[src/logic/sem_host_pkg.sv]
package sem_host_pkg;
  // ---------------------------------------------------------------
  // pin timing and layout
  // ---------------------------------------------------------------
  localparam int CLK_PERIOD_NS = 25;
  localparam int ACCESS_TIME_NS = 55;
  localparam int ACCESS_CYCLES = (ACCESS_TIME_NS + CLK_PERIOD_NS - 1) / CLK_PERIOD_NS;
  localparam int RECOVER_CYCLES = 1;
  localparam int FLAG_COUNT = 8;
  localparam int INDEX_W = 3;
  localparam int DATA_W = 8;
  localparam int ADDR_W = 13;
  localparam int CNT_W = 4;
  localparam logic [DATA_W-1:0] DATA_ONES = 8'hff;
  localparam logic [DATA_W-1:0] DATA_ZERO = 8'h00;

  // commands accepted on the host side
  typedef enum logic [1:0] {
    CMD_CLAIM = 2'b00,
    CMD_RELEASE = 2'b01,
    CMD_POLL = 2'b10,
    CMD_INIT = 2'b11
  } cmd_t;

  typedef struct packed {
    cmd_t cmd;
    logic [INDEX_W-1:0] flag_index;
  } req_t;

  // port pins toward the dual-port device
  typedef struct packed {
    logic semaphore_select_n;
    logic memory_select_n;
    logic output_enable_n;
    logic read_write;
    logic [ADDR_W-1:0] address;
    logic [DATA_W-1:0] data_out;
    logic data_oe_n;
  } pins_t;
endpackage

[src/logic/sem_host.sv]
// Function
// - pollers drop select or oe between reads.
// - claim by writing zero, then reading back; zero means owned.
// - after a failed claim, keep reading or write one to withdraw.
// - software writes one to every latch from both sides at power-up; CMD_INIT writes one to all 8 flags from this side only.
`timescale 1ns/1ps
`default_nettype none
module sem_host #(
  parameter int ACCESS_CYCLES = sem_host_pkg::ACCESS_CYCLES
) (
  input wire logic mclk,
  input wire logic resetn,
  input wire logic req_valid,
  output logic req_ready,
  input wire sem_host_pkg::req_t req,
  output logic done,
  output logic granted,
  output logic init_done,
  output var sem_host_pkg::pins_t pins,
  input wire logic [sem_host_pkg::DATA_W-1:0] data_in
);
  // ---------------------------------------------------------------
  // parameter check
  // ---------------------------------------------------------------
  // the access timer is CNT_W bits wide and needs at least one cycle
  if (ACCESS_CYCLES < 1 || ACCESS_CYCLES >= (1 << sem_host_pkg::CNT_W)) begin : g_bad_access
    $error("ACCESS_CYCLES out of range");
  end

  // ---------------------------------------------------------------
  // reset release
  // ---------------------------------------------------------------
  logic rst_meta;
  logic rst_n;
  always_ff @(posedge mclk or negedge resetn) begin
    if (!resetn) begin
      rst_meta <= 1'b0;
      rst_n <= 1'b0;
    end else begin
      rst_meta <= 1'b1;
      rst_n <= rst_meta;
    end
  end

  typedef enum logic [2:0] {
    ST_IDLE = 3'b000,
    ST_WRITE = 3'b001,
    ST_GAP = 3'b010,
    ST_READ = 3'b011,
    ST_DONE = 3'b100
  } state_t;

  state_t state;
  sem_host_pkg::cmd_t cmd;
  logic [sem_host_pkg::INDEX_W-1:0] index;
  logic [sem_host_pkg::CNT_W-1:0] count;
  logic [sem_host_pkg::INDEX_W-1:0] init_index;
  logic timer_done;
  localparam logic [sem_host_pkg::INDEX_W-1:0] LAST_INDEX =
    sem_host_pkg::INDEX_W'(sem_host_pkg::FLAG_COUNT - 1);

  assign timer_done = (count == sem_host_pkg::CNT_W'(ACCESS_CYCLES - 1));
  assign req_ready = (state == ST_IDLE);

  // ---------------------------------------------------------------
  // helpers
  // ---------------------------------------------------------------
  // the access timer wraps on its last cycle so the next phase starts from zero
  function automatic logic [sem_host_pkg::CNT_W-1:0] count_step(
    input logic [sem_host_pkg::CNT_W-1:0] value,
    input logic last
  );
    count_step = last ? '0 : value + 1'b1;
  endfunction

  // ---------------------------------------------------------------
  // sequencer
  // ---------------------------------------------------------------
  // a claim is always write-then-read, never read-then-write, so no
  // window opens between the test and the set
  always_ff @(posedge mclk or negedge rst_n) begin
    if (!rst_n) begin
      state <= ST_IDLE;
      cmd <= sem_host_pkg::CMD_POLL;
      index <= '0;
      count <= '0;
      init_index <= '0;
    end else begin
      case (state)
        ST_IDLE: begin
          count <= '0;
          if (req_valid) begin
            cmd <= req.cmd;
            // init always walks from flag zero, whatever index came with it
            index <= (req.cmd == sem_host_pkg::CMD_INIT) ? '0 : req.flag_index;
            init_index <= '0;
            if (req.cmd == sem_host_pkg::CMD_POLL) begin
              state <= ST_READ;
            end else begin
              state <= ST_WRITE;
            end
          end
        end
        ST_WRITE: begin
          count <= count_step(count, timer_done);
          if (timer_done) begin
            state <= ST_GAP;
          end
        end
        ST_GAP: begin
          count <= '0;
          if (cmd == sem_host_pkg::CMD_CLAIM) begin
            state <= ST_READ;
          end else if (cmd == sem_host_pkg::CMD_INIT && init_index != LAST_INDEX) begin
            init_index <= init_index + 1'b1;
            index <= init_index + 1'b1;
            state <= ST_WRITE;
          end else begin
            state <= ST_DONE;
          end
        end
        ST_READ: begin
          count <= count_step(count, timer_done);
          if (timer_done) begin
            state <= ST_DONE;
          end
        end
        ST_DONE: begin
          state <= ST_IDLE;
        end
        default: begin
          state <= ST_IDLE;
        end
      endcase
    end
  end

  // ---------------------------------------------------------------
  // results
  // ---------------------------------------------------------------
  always_ff @(posedge mclk or negedge rst_n) begin
    if (!rst_n) begin
      granted <= 1'b0;
    end else if (state == ST_READ && timer_done) begin
      // zero on data bit 0 means this side holds the token
      granted <= ~data_in[0];
    end else if (state == ST_WRITE && cmd != sem_host_pkg::CMD_CLAIM) begin
      granted <= 1'b0;
    end
  end

  always_ff @(posedge mclk or negedge rst_n) begin
    if (!rst_n) begin
      done <= 1'b0;
      init_done <= 1'b0;
    end else begin
      done <= (state == ST_DONE);
      if (state == ST_DONE && cmd == sem_host_pkg::CMD_INIT) begin
        init_done <= 1'b1;
      end
    end
  end

  // ---------------------------------------------------------------
  // pins
  // ---------------------------------------------------------------
  always_ff @(posedge mclk or negedge rst_n) begin
    if (!rst_n) begin
      pins <= '{semaphore_select_n: 1'b1, memory_select_n: 1'b1, output_enable_n: 1'b1,
                read_write: 1'b1, address: '0, data_out: '0, data_oe_n: 1'b1};
    end else begin
      pins.memory_select_n <= 1'b1;
      pins.address <= {{(sem_host_pkg::ADDR_W-sem_host_pkg::INDEX_W){1'b0}}, index};
      case (state)
        ST_WRITE: begin
          pins.semaphore_select_n <= 1'b0;
          // rw rises a cycle before select so the data outlives the write
          pins.read_write <= timer_done;
          pins.output_enable_n <= 1'b1;
          pins.data_oe_n <= 1'b0;
          // claim writes zero, release and init write one
          pins.data_out <= (cmd == sem_host_pkg::CMD_CLAIM) ? sem_host_pkg::DATA_ZERO
                                                           : sem_host_pkg::DATA_ONES;
        end
        ST_READ: begin
          // data_in is taken on the last read cycle, while the device still drives it
          pins.semaphore_select_n <= timer_done;
          pins.read_write <= 1'b1;
          pins.output_enable_n <= timer_done;
          pins.data_oe_n <= 1'b1;
          pins.data_out <= pins.data_out;
        end
        default: begin
          pins.semaphore_select_n <= 1'b1;
          pins.read_write <= 1'b1;
          pins.output_enable_n <= 1'b1;
          pins.data_oe_n <= 1'b1;
          pins.data_out <= pins.data_out;
        end
      endcase
    end
  end
  // ownership hand-over and ties are the device's
  // the host only sees their result on the read-back
endmodule
`default_nettype wire

[config.mk]
export PLATFORM = sky130hd
export DESIGN_NAME = sem_host
export DESIGN_NICKNAME = d
export VERILOG_FILES = /design/src/logic/sem_host_pkg.sv /design/src/logic/sem_host.sv
export SDC_FILE = /design/constraint.sdc
export NUM_CORES = 1
export LEC_CHECK = 0
export BUFFER_PORTS_ARGS = -buffer_cell sky130_fd_sc_hd__clkbuf_2
export CAP_MARGIN = 20
export CORE_ASPECT_RATIO = 0.7
export CORE_MARGIN = 2
export CORE_UTILIZATION = 49
export DETAILED_ROUTE_END_ITERATION = 7
export HOLD_SLACK_MARGIN = 0.1
export PLACE_DENSITY = 0.78
export SYNTH_ARGS = -nofsm -noshare
export SYNTH_HDL_FRONTEND = slang
export SYNTH_SLANG_ARGS = --single-unit
[constraint.sdc]
create_clock -name mclk -period 1.35 [get_ports mclk]
set_clock_uncertainty 0.15 [all_clocks]
set_input_delay 0.0675 -clock mclk [delete_from_list [all_inputs] [get_ports mclk]]
set_output_delay 0.0675 -clock mclk [all_outputs]
set_load 0.05 [all_outputs]
==> metrics.yaml, run 1 <==
status: "complete, but fails checks"
violations: "setup timing"
synth_xor_area_frac: 0
root_buffer: "clkbuf_8"
clock_latency_ps: 280
fin_ws_ps: -397
synth_compound_area_frac: 0.0979
vias: 1095
fillers: 151
gr-total-overflow: 0
synth-seq-cells: 28
muxShareOfSynthArea: 0.0567
worst_setup_path_end_kind: "flip-flop"
synth_top_family_by_area: "simple AND/OR/NAND/NOR gates"
rr_worst_depth: 6
synth_top_area_cell: "dfrtp_1"
rsz0062_at_grt: "yes"
syn_area_mm2: 0.00137
synth_most_common_cell: "dfrtp_1"
setup_viol: 23
timing.rr.end: "init_index[1]"
ys_seq_area_frac: 0.517
viasPerCell: 5.05
hold_slack_ps: 108
drc: 0
yosysWarnings: 0
finalSetupTns_ps: -5140
synth_ff_type: "dfrtp_1"
rows: 15
period_share: 1.29
grt_max_degree: 17
synth-simple-area-share: 0.151
fin_nets: 204
dieHeight_um: 48.2
r2r_setup_slack_ps: -400
routedWlPerCell_um: 14.3
synth_common_cells: "dfrtp_1, buf_4, nand2_1"
synth_cells: 122
drt.antenna.violating_nets: 0
gp_congestion: 0.842
r2r_start: "init_index[1]"
numClockSinks: 28
slew_violations: 0
synth_edf_count: 0
placed_area_mm2: 0.00165
ir_drop_mv: 1.63
worstHoldPathType: "reg2async"
antenna_found_initial: 0
power_mw: 5.47
cp_cell_sequence: "ha_2 > ha_4 > and3b_2 > nand2_2 > nand2_4 > mux2_4"
cts_buffer_depth: 2
die-area_mm2: 0.00324
critPathMaxStageDelay_ps: 390
dp_hpwl_mm: 2.09
area_growth_syn_to_layout_pct: 49.2
synth_area_leaders: "dfrtp_1, buf_4, dfstp_2"
grt_pass1_wl_mm: 4.82
maxCapViolations: 0
crit_fanout: 6
async_flop_share: 1.00
wirelength_mm: 3.10
drt_iter0_markers: 39
relSlewSlack: 0.623
layout-drive-gt1-share: 0.552
n_antenna_cell: 0
required_ps: 1370
synth_cell_type_count: 34
min_period_ps: 1750
grtUsageTotal: 0.215
port_buffers: 27
core_mm2: 0.00255
netlist.area_leader.share: 0.421
ios: 46
dieWidth_um: 67.1
grt_pass1_vias: 1046
final_area_mm2: 0.00204
syn_area_per_cell_um2: 11.2
p_leak_nw: 1.03
timing_hold_violations_final: 0
critPathKind: "reg2reg"
worstSetupEndpoint: "init_index[1]"
start_util: 0.536
worst_slew_pin_slew_ps: 563
place_ws_ps: -418
crit_slowest_cell: "dfrtp_1"
critPathLaunchType: "flip-flop"
cts_buffers: 3
tritoncts: "done"
synth_fa_ha_area_frac: 0.0366
arrival_ps: 1760
powerDensity_mw_per_mm2: 2680
clk_pin_slew_ps: 90
dr.pass1.iters: 4
critPathLaunch: "init_index[1]"
htree_levels: 1
fmax_mhz: 572
worst min path at each step:
stage	slack (ps)	from	endpoint	cells past startpoint
after floorplan	-380	resetn	rst_meta	0
after global placement	-300	resetn	rst_n	1
after detailed placement	-290	resetn	rst_n	1
after CTS	120	rst_n	count[3]	1
after global routing	140	rst_n	count[3]	1
final	110	rst_n	count[3]	1
per-stage QoR:
stage               cells   util
global placement      194  0.647
detailed placement    194  0.647
global route          217  0.800
floorplan             132      -
finish                217  0.800
CTS                   215  0.770
report_power, final:
part,total [mW],leakage [nW],switching [mW],internal [mW]
clock network,0.654,0.0357,0.257,0.397
registers,1.38,0.348,0.184,1.19
logic,3.44,0.643,2.04,1.40
total,5.47,1.03,2.48,2.98
registers in the layout, summed over array words and instances, names as in the netlist, 2 cells and up:
name / count
pins: 8
index: 3
cmd: 2
count: 4
init_index: 3
state: 3
per-layer routing:
layer,vias up,routed length [um],track usage
li1,501,-,-
met3,6,223,0.0670
met2,58,1490,0.358
met1,530,1340,0.272
met5,-,0,0
met4,0,42,0.0816
cell families after synthesis:
kind of cell               count (synthesis)
AOI/OAI and AO/OA                         20
and+or+nand+nor                           34
muxes                                      7
other                                      2
buffers and inverters                     27
DFF                                       28
adders and majority gates                  4
worst max-delay path: cells and delay by family (launching register included):
family,cells,cell delay [ps]
and+or+nand+nor,3,430
DFF,1,390
adders and majority gates,2,350
muxes,1,310
timing repair:
item / 4_1_cts / 5_1_grt
hold buffers: 10 / 0
hold endpoints to repair: 15 / 0
setup buffers: 7 / 4
setup endpoints to repair: 24 / 32
pin swaps: 9 / 6
gates resized for setup: 25 / 27
area by class of cell:
type                            count  area [um^2]  area share
Clock inverter                      1         30.0      0.0147
Inverter                            5         18.8     0.00920
Clock buffer                        3         41.3      0.0202
Multi-Input combinational cell     77          636       0.311
Sequential cell                    28          707       0.346
Timing Repair Buffer               69          566       0.277
Tap cell                           34         42.5      0.0208
cells in the final DEF (no fill, tap or decap), types with 2 or more instances in the layout:
cell / netlist / layout
a21o_1: 2 / 2
a21oi_2: 1 / 2
a22o_1: 2 / 2
and2_1: 2 / 2
buf_4: 20 / 21
buf_6: 1 / 10
clkbuf_2: 0 / 18
clkbuf_4: 0 / 8
clkbuf_8: 0 / 3
conb_1: 2 / 12
dfrtp_1: 23 / 23
dfstp_2: 5 / 5
dlygate4sd3_1: 0 / 10
ha_2: 0 / 2
inv_1: 5 / 4
mux2_4: 0 / 5
nand2_1: 10 / 6
nand2_2: 1 / 3
nand2_4: 0 / 2
nand3_1: 8 / 6
nor2_1: 2 / 2
nor3b_4: 1 / 2
o21ai_1: 0 / 3
o21ai_2: 1 / 6
Power figures use the tool's default switching activity.
==> inputs of run 2 (changes only) <==
--- a/config.mk
+++ b/config.mk
@@ -5,6 +5,7 @@
 export SDC_FILE = /design/constraint.sdc
 export NUM_CORES = 1
 export LEC_CHECK = 0
+export ABC_AREA = 1
 export BUFFER_PORTS_ARGS = -buffer_cell sky130_fd_sc_hd__clkbuf_2
 export CAP_MARGIN = 20
 export CORE_ASPECT_RATIO = 0.7
==> metrics.yaml, run 2 <==
setup_viol: 10  # -57%
r2r_start: "init_index[1]"
gp_congestion: 0.867  # +2.9%
clock_latency_ps: 280  # about the same
met3_usage: 0.0558  # -0.0112
synth_edf_count: 0  # unchanged
crit_slowest_cell: "dfrtp_1"
area_growth_syn_to_layout_pct: 34.3
seqPwrFrac: 0.278  # +0.026
synth_most_common_cell: "nand2_1"
fin_ws_ps: -86.1  # +311 ps
grtUsageMet1: 0.281  # +0.00956
timing.rr.end: "state[2]"
fin_nets: 227  # +11%
final_cell_mix: "nand2_1, dfrtp_1, clkbuf_2"
period_share: 1.06  # -0.230
share_comb_of_total_power: 0.591  # -0.038
power_mw: 5.08  # -7.2%
worstHoldPathType: "reg2reg"
r2r_setup_slack_ps: -90  # +310 ps
cp_cell_sequence: "ha_2 > ha_4 > nor2_4 > buf_4 > nor2_2 > nand2_1 > a21oi_2"
cp.depth: 7  # +1
wirelength_mm: 3.37  # +8.6%
place_ws_ps: -149  # +269 ps
regMostFlops: "pins"
status: "complete, but fails checks"
worstSetupEndpoint: "state[2]"
yosysWarnings: 0  # unchanged
min_period_ps: 1440  # -311 ps
async_flop_share: 1.00  # unchanged
synth-seq-cells: 28  # unchanged
ys_seq_area_frac: 0.505  # -0.0116
largest_reg_flops: 8  # unchanged
grtUsageTotal: 0.213  # -0.00173
grt_pass1_vias: 1092  # +4.4%
grt_max_degree: 17  # unchanged
ir_drop_mv: 1.14  # -30%
fillers: 188  # +25%
routedWlPerCell_um: 13.9  # -2.6%
worst_setup_path_end_kind: "flip-flop"
synth_cells: 157  # +29%
critPathKind: "reg2reg"
crit_fanout: 3  # -3
core_mm2: 0.00276  # +8.2%
grt_pass1_wl_mm: 5.11  # +6.0%
syn_area_mm2: 0.00140  # +2.3%
rsz0062_at_grt: "yes"
cts_buffers: 3  # unchanged
powerDensity_mw_per_mm2: 2700  # +0.82%
met2_usage: 0.330  # -0.0284
viasPerCell: 5.02  # -0.50%
critPathLaunchType: "flip-flop"
numClockSinks: 28  # unchanged
ios: 46  # unchanged
hold_slack_ps: 208  # +100 ps
critPathLaunch: "init_index[1]"
dieWidth_um: 67.9  # +1.1%
rows: 16  # +1
synth_ff_type: "dfrtp_1"
syn_area_per_cell_um2: 8.91  # -21%
maxCapViolations: 0  # unchanged
n_antenna_cell: 0  # unchanged
top_usage_layer: "met2"
tritoncts: "done"
finalSetupTns_ps: -598  # +4540 ps
die-area_mm2: 0.00331  # +2.1%
layout-drive-gt1-share: 0.393  # -0.159
clockPowerShare: 0.131  # +0.011
internal-power_mw: 2.56  # -14%
antenna_found_initial: 0  # unchanged
violations: "setup timing"
htree_levels: 1  # unchanged
start_util: 0.506  # -0.0294
gr-total-overflow: 0  # unchanged
synth_cell_type_count: 22  # -35%
multi_input_area_um2: 583  # -8.3%
rr_worst_depth: 7  # +1
netlist.area_leader.share: 0.411  # -0.00941
fmax_mhz: 696  # +22%
timing_hold_violations_final: 0  # unchanged
slew_violations: 0  # unchanged
arrival_ps: 1460  # -300 ps
reg.largest.list: "pins: 8 flops, count: 4 flops"
p_sw_mw: 2.51  # +1.2%
dr.pass1.iters: 4  # unchanged
vias: 1215  # +11%
sw_frac_of_total: 0.495  # +0.0410
synth_common_cells: "nand2_1, dfrtp_1, buf_4"
p_leak_nw: 1.01  # -1.2%
synth_top_area_cell: "dfrtp_1"
root_buffer: "clkbuf_8"
port_buffers: 27  # unchanged
required_ps: 1370  # about the same
drc: 0  # unchanged
seq_area_um2: 709  # +0.35%
drt.antenna.violating_nets: 0  # unchanged
dp_hpwl_mm: 1.98  # -5.4%
cts_buffer_depth: 2  # unchanged
drt_iter0_markers: 69  # +77%
synth_area_leaders: "dfrtp_1, nand2_1, buf_4"
critPathMaxStageDelay_ps: 400  # about the same
clk_pin_slew_ps: 90  # about the same
final_common_cell: "nand2_1"
dieHeight_um: 48.7  # +1.0%
crit_family: "flip-flops"
critPathBufInv: 1  # +1
run 2: layout make-up:
class,count,area share
Clock buffer,3,0.0220
Clock inverter,1,0.0160
Inverter,17,0.0353
Multi-Input combinational cell,102,0.310
Sequential cell,28,0.377
Tap cell,36,0.0240
Timing Repair Buffer,55,0.215
run 2: layer usage:
layer	vias to the layer above	part of all wire
met2	64	0.49
met3	18	0.065
li1	557	-
met1	576	0.40
met5	-	0
met4	0	0.045
run 2: metrics by stage:
| step | instances | area [um^2] | util |
|---|---|---|---|
| after global routing | 242 | 1880 | 0.680 |
| after CTS | 236 | 1780 | 0.644 |
| after global placement | 217 | 1520 | 0.549 |
| final | 242 | 1880 | 0.680 |
| after floorplan | 167 | 1440 | - |
| after detailed placement | 217 | 1520 | 0.549 |
run 2: what timing repair did:
| action | in CTS | in global routing |
|---|---|---|
| gates resized for setup | 13 | 28 |
| setup buffers | 5 | 6 |
| hold buffers | 10 | 0 |
| setup endpoints to repair | 10 | 23 |
| pin swaps | 9 | 4 |
| cloned | 0 | 0 |
| hold endpoints to repair | 33 | 0 |
run 2: logic make-up after synthesis:
logic type | synth area share
buffers and inverters | 0.156
AND/OR/NAND/NOR | 0.256
other | 0.00537
flip-flops | 0.505
AO/OA/AOI/OAI | 0.0358
XOR/XNOR | 0.00626
adder cells (fa/ha/maj) | 0.0358
run 2: worst reg2reg max path: cells and delay by family (launching register included):
kind | cells | cell delay, ps
and+or+nand+nor | 3 | 230
buffers and inverters | 1 | 130
AOI/OAI and AO/OA | 1 | 50
DFF | 1 | 400
adders and majority gates | 2 | 370
run 2: worst min path at each step:
| stage | startpoint | to | depth (start not counted) |
|---|---|---|---|
| 6_report | rst_meta | rst_n | 0 |
| 5_1_grt | rst_meta | rst_n | 0 |
| 4_1_cts | rst_meta | rst_n | 0 |
| 3_5_place_dp | resetn | rst_meta | 1 |
| 3_3_place_gp | resetn | rst_meta | 1 |
| 2_1_floorplan | resetn | rst_meta | 0 |
run 2: power groups by stage:
stage | Sequential, mW | Combinational, mW | Clock, mW
after CTS | 1.39 | 2.61 | 0.666
after global placement | 1.42 | 2.28 | 0
after detailed placement | 1.43 | 2.34 | 0
final | 1.41 | 3.00 | 0.664
after global routing | 1.45 | 3.18 | 0.722
after floorplan | 1.85 | 1.55 | 0
==> inputs of run 3 (changes only) <==
--- a/config.mk
+++ b/config.mk
@@ -14,6 +14,7 @@
 export DETAILED_ROUTE_END_ITERATION = 7
 export HOLD_SLACK_MARGIN = 0.1
 export PLACE_DENSITY = 0.78
+export SKIP_LAST_GASP = 1
 export SYNTH_ARGS = -nofsm -noshare
 export SYNTH_HDL_FRONTEND = slang
 export SYNTH_SLANG_ARGS = --single-unit
==> metrics.yaml, run 3 (same netlist as run 2, synthesis figures left out) <==
status: "complete, but fails checks"
violations: "setup timing"
layout-drive-gt1-share: 0.393  # unchanged
final_area_mm2: 0.00188  # unchanged
vias: 1215  # unchanged
critPathMaxStageDelay_ps: 400  # about the same
maxCapViolations: 0  # unchanged
wirelength_mm: 3.37  # unchanged
rows: 16  # unchanged
clock_latency_ps: 280  # about the same
powerDensity_mw_per_mm2: 2700  # unchanged
finalNonFillerCells: 242  # unchanged
root_buffer: "clkbuf_8"
timing_hold_violations_final: 0  # unchanged
dp_hpwl_mm: 1.98  # unchanged
grt_max_degree: 17  # unchanged
drc: 0  # unchanged
grt_pass1_vias: 1092  # unchanged
clk_pin_slew_ps: 90  # about the same
fin_ws_ps: -86.1  # unchanged
cts_buffer_depth: 2  # unchanged
core_mm2: 0.00276  # unchanged
tritoncts: "done"
seqPwrFrac: 0.278  # about the same
worstHoldPathType: "reg2reg"
internal-power_mw: 2.56  # unchanged
numClockSinks: 28  # unchanged
p_leak_nw: 1.01  # unchanged
drt.antenna.violating_nets: 0  # unchanged
drt_iter0_markers: 62  # -10%
crit_fanout: 3  # unchanged
p_sw_mw: 2.51  # unchanged
final_common_cell: "nand2_1"
gp_congestion: 0.867  # unchanged
gr-total-overflow: 0  # unchanged
start_util: 0.506  # unchanged
critPathKind: "reg2reg"
setup_viol: 10  # unchanged
largest_reg_flops: 8  # unchanged
period_share: 1.06  # unchanged
cp_cell_sequence: "ha_2 > ha_4 > nor2_4 > buf_4 > nor2_2 > nand2_1 > a21oi_2"
dp.cells: 217  # unchanged
holdPathStages: 0  # unchanged
rsz0062_at_grt: "yes"
n_antenna_cell: 0  # unchanged
antenna_found_initial: 0  # unchanged
worst_setup_path_end_kind: "flip-flop"
clockPowerShare: 0.131  # about the same
dieHeight_um: 48.7  # unchanged
port_buffers: 27  # unchanged
arrival_ps: 1460  # about the same
die-area_mm2: 0.00331  # unchanged
dr.pass1.iters: 4  # unchanged
rr_worst_depth: 7  # unchanged
viasPerCell: 5.02  # unchanged
placed_area_mm2: 0.00152  # unchanged
ir_drop_mv: 1.14  # unchanged
fin_nets: 227  # unchanged
grtUsageTotal: 0.213  # unchanged
timing.rr.end: "state[2]"
place_ws_ps: -149  # unchanged
crit_slowest_cell: "dfrtp_1"
grt_pass1_wl_mm: 5.11  # unchanged
fmax_mhz: 696  # unchanged
slew_violations: 0  # unchanged
r2r_start: "init_index[1]"
ios: 46  # unchanged
dieWidth_um: 67.9  # unchanged
share_comb_of_total_power: 0.591  # about the same
area_growth_syn_to_layout_pct: 34.3  # unchanged
holdCritStartpoint: "rst_meta"
reg.largest.list: "pins: 8 flops, count: 4 flops"
final_cell_mix: "nand2_1, dfrtp_1, clkbuf_2"
cts_buffers: 3  # unchanged
r2r_setup_slack_ps: -90  # about the same
routedWlPerCell_um: 13.9  # unchanged
fin_util: 0.680  # unchanged
regMostFlops: "pins"
htree_levels: 1  # unchanged
critPathLaunchType: "flip-flop"
required_ps: 1370  # about the same
sw_frac_of_total: 0.495  # unchanged
holdPathEnd: "rst_n"
min_period_ps: 1440  # unchanged
-- run 3: cell counts in the layout (fill, tap and decap cells not counted) --
No cell type changed its count.
-- run 3: metal layers --
metal	GRT usage	wire length [um]
met5	0	0
met4	0.0933	150
met3	0.0558	218
met2	0.330	1650
met1	0.281	1350
-- run 3: final cells by class --
| class | instances | area [um^2] |
|---|---|---|
| Inverter | 17 | 66.3 |
| Fill cell | 188 | 883 |
| Clock inverter | 1 | 30.0 |
| Multi-Input combinational cell | 102 | 583 |
| Clock buffer | 3 | 41.3 |
| Sequential cell | 28 | 709 |
| Timing Repair Buffer | 55 | 404 |
| Tap cell | 36 | 45.0 |
-- run 3: worst max-delay path by stage --
stage                                to          start  cells after the start
after CTS                     req_ready       state[2]                      4
after global placement         index[1]  init_index[0]                      7
after global routing          req_ready       state[2]                      4
final                          state[2]  init_index[1]                      7
after detailed placement       index[2]  init_index[0]                      7
after floorplan           init_index[0]       state[2]                      7
-- run 3: stage by stage --
stage               hold slack, ps  total power, mW  TNS, ps
floorplan                     -378             3.40    -1080
global placement              -295             3.70     -486
detailed placement            -291             3.77     -915
CTS                            213             4.67     -291
global route                   228             5.35    -1240
finish                         208             5.08     -598
-- run 3: power by group through the flow --
stage | Clock [mW] | Sequential [mW] | Combinational [mW]
after global routing | 0.722 | 1.45 | 3.18
after detailed placement | 0 | 1.43 | 2.34
after floorplan | 0 | 1.85 | 1.55
final | 0.664 | 1.41 | 3.00
after CTS | 0.666 | 1.39 | 2.61
after global placement | 0 | 1.42 | 2.28
-- run 3: what timing repair did --
item | CTS | global route
endpoints found under the hold margin | 33 | 0
endpoints found under the setup margin | 10 | 23
gates resized for setup | 13 | 28
pin swaps | 9 | 4
buffers inserted | 5 | 6
hold buffers | 10 | 0
-- run 3: critical path, delay by kind of cell (launching register included) --
family / cells / cell delay (ps)
compound gates: 1 / 50
fa+ha+maj: 2 / 360
simple gates: 3 / 230
buf+inv: 1 / 130
flops: 1 / 400
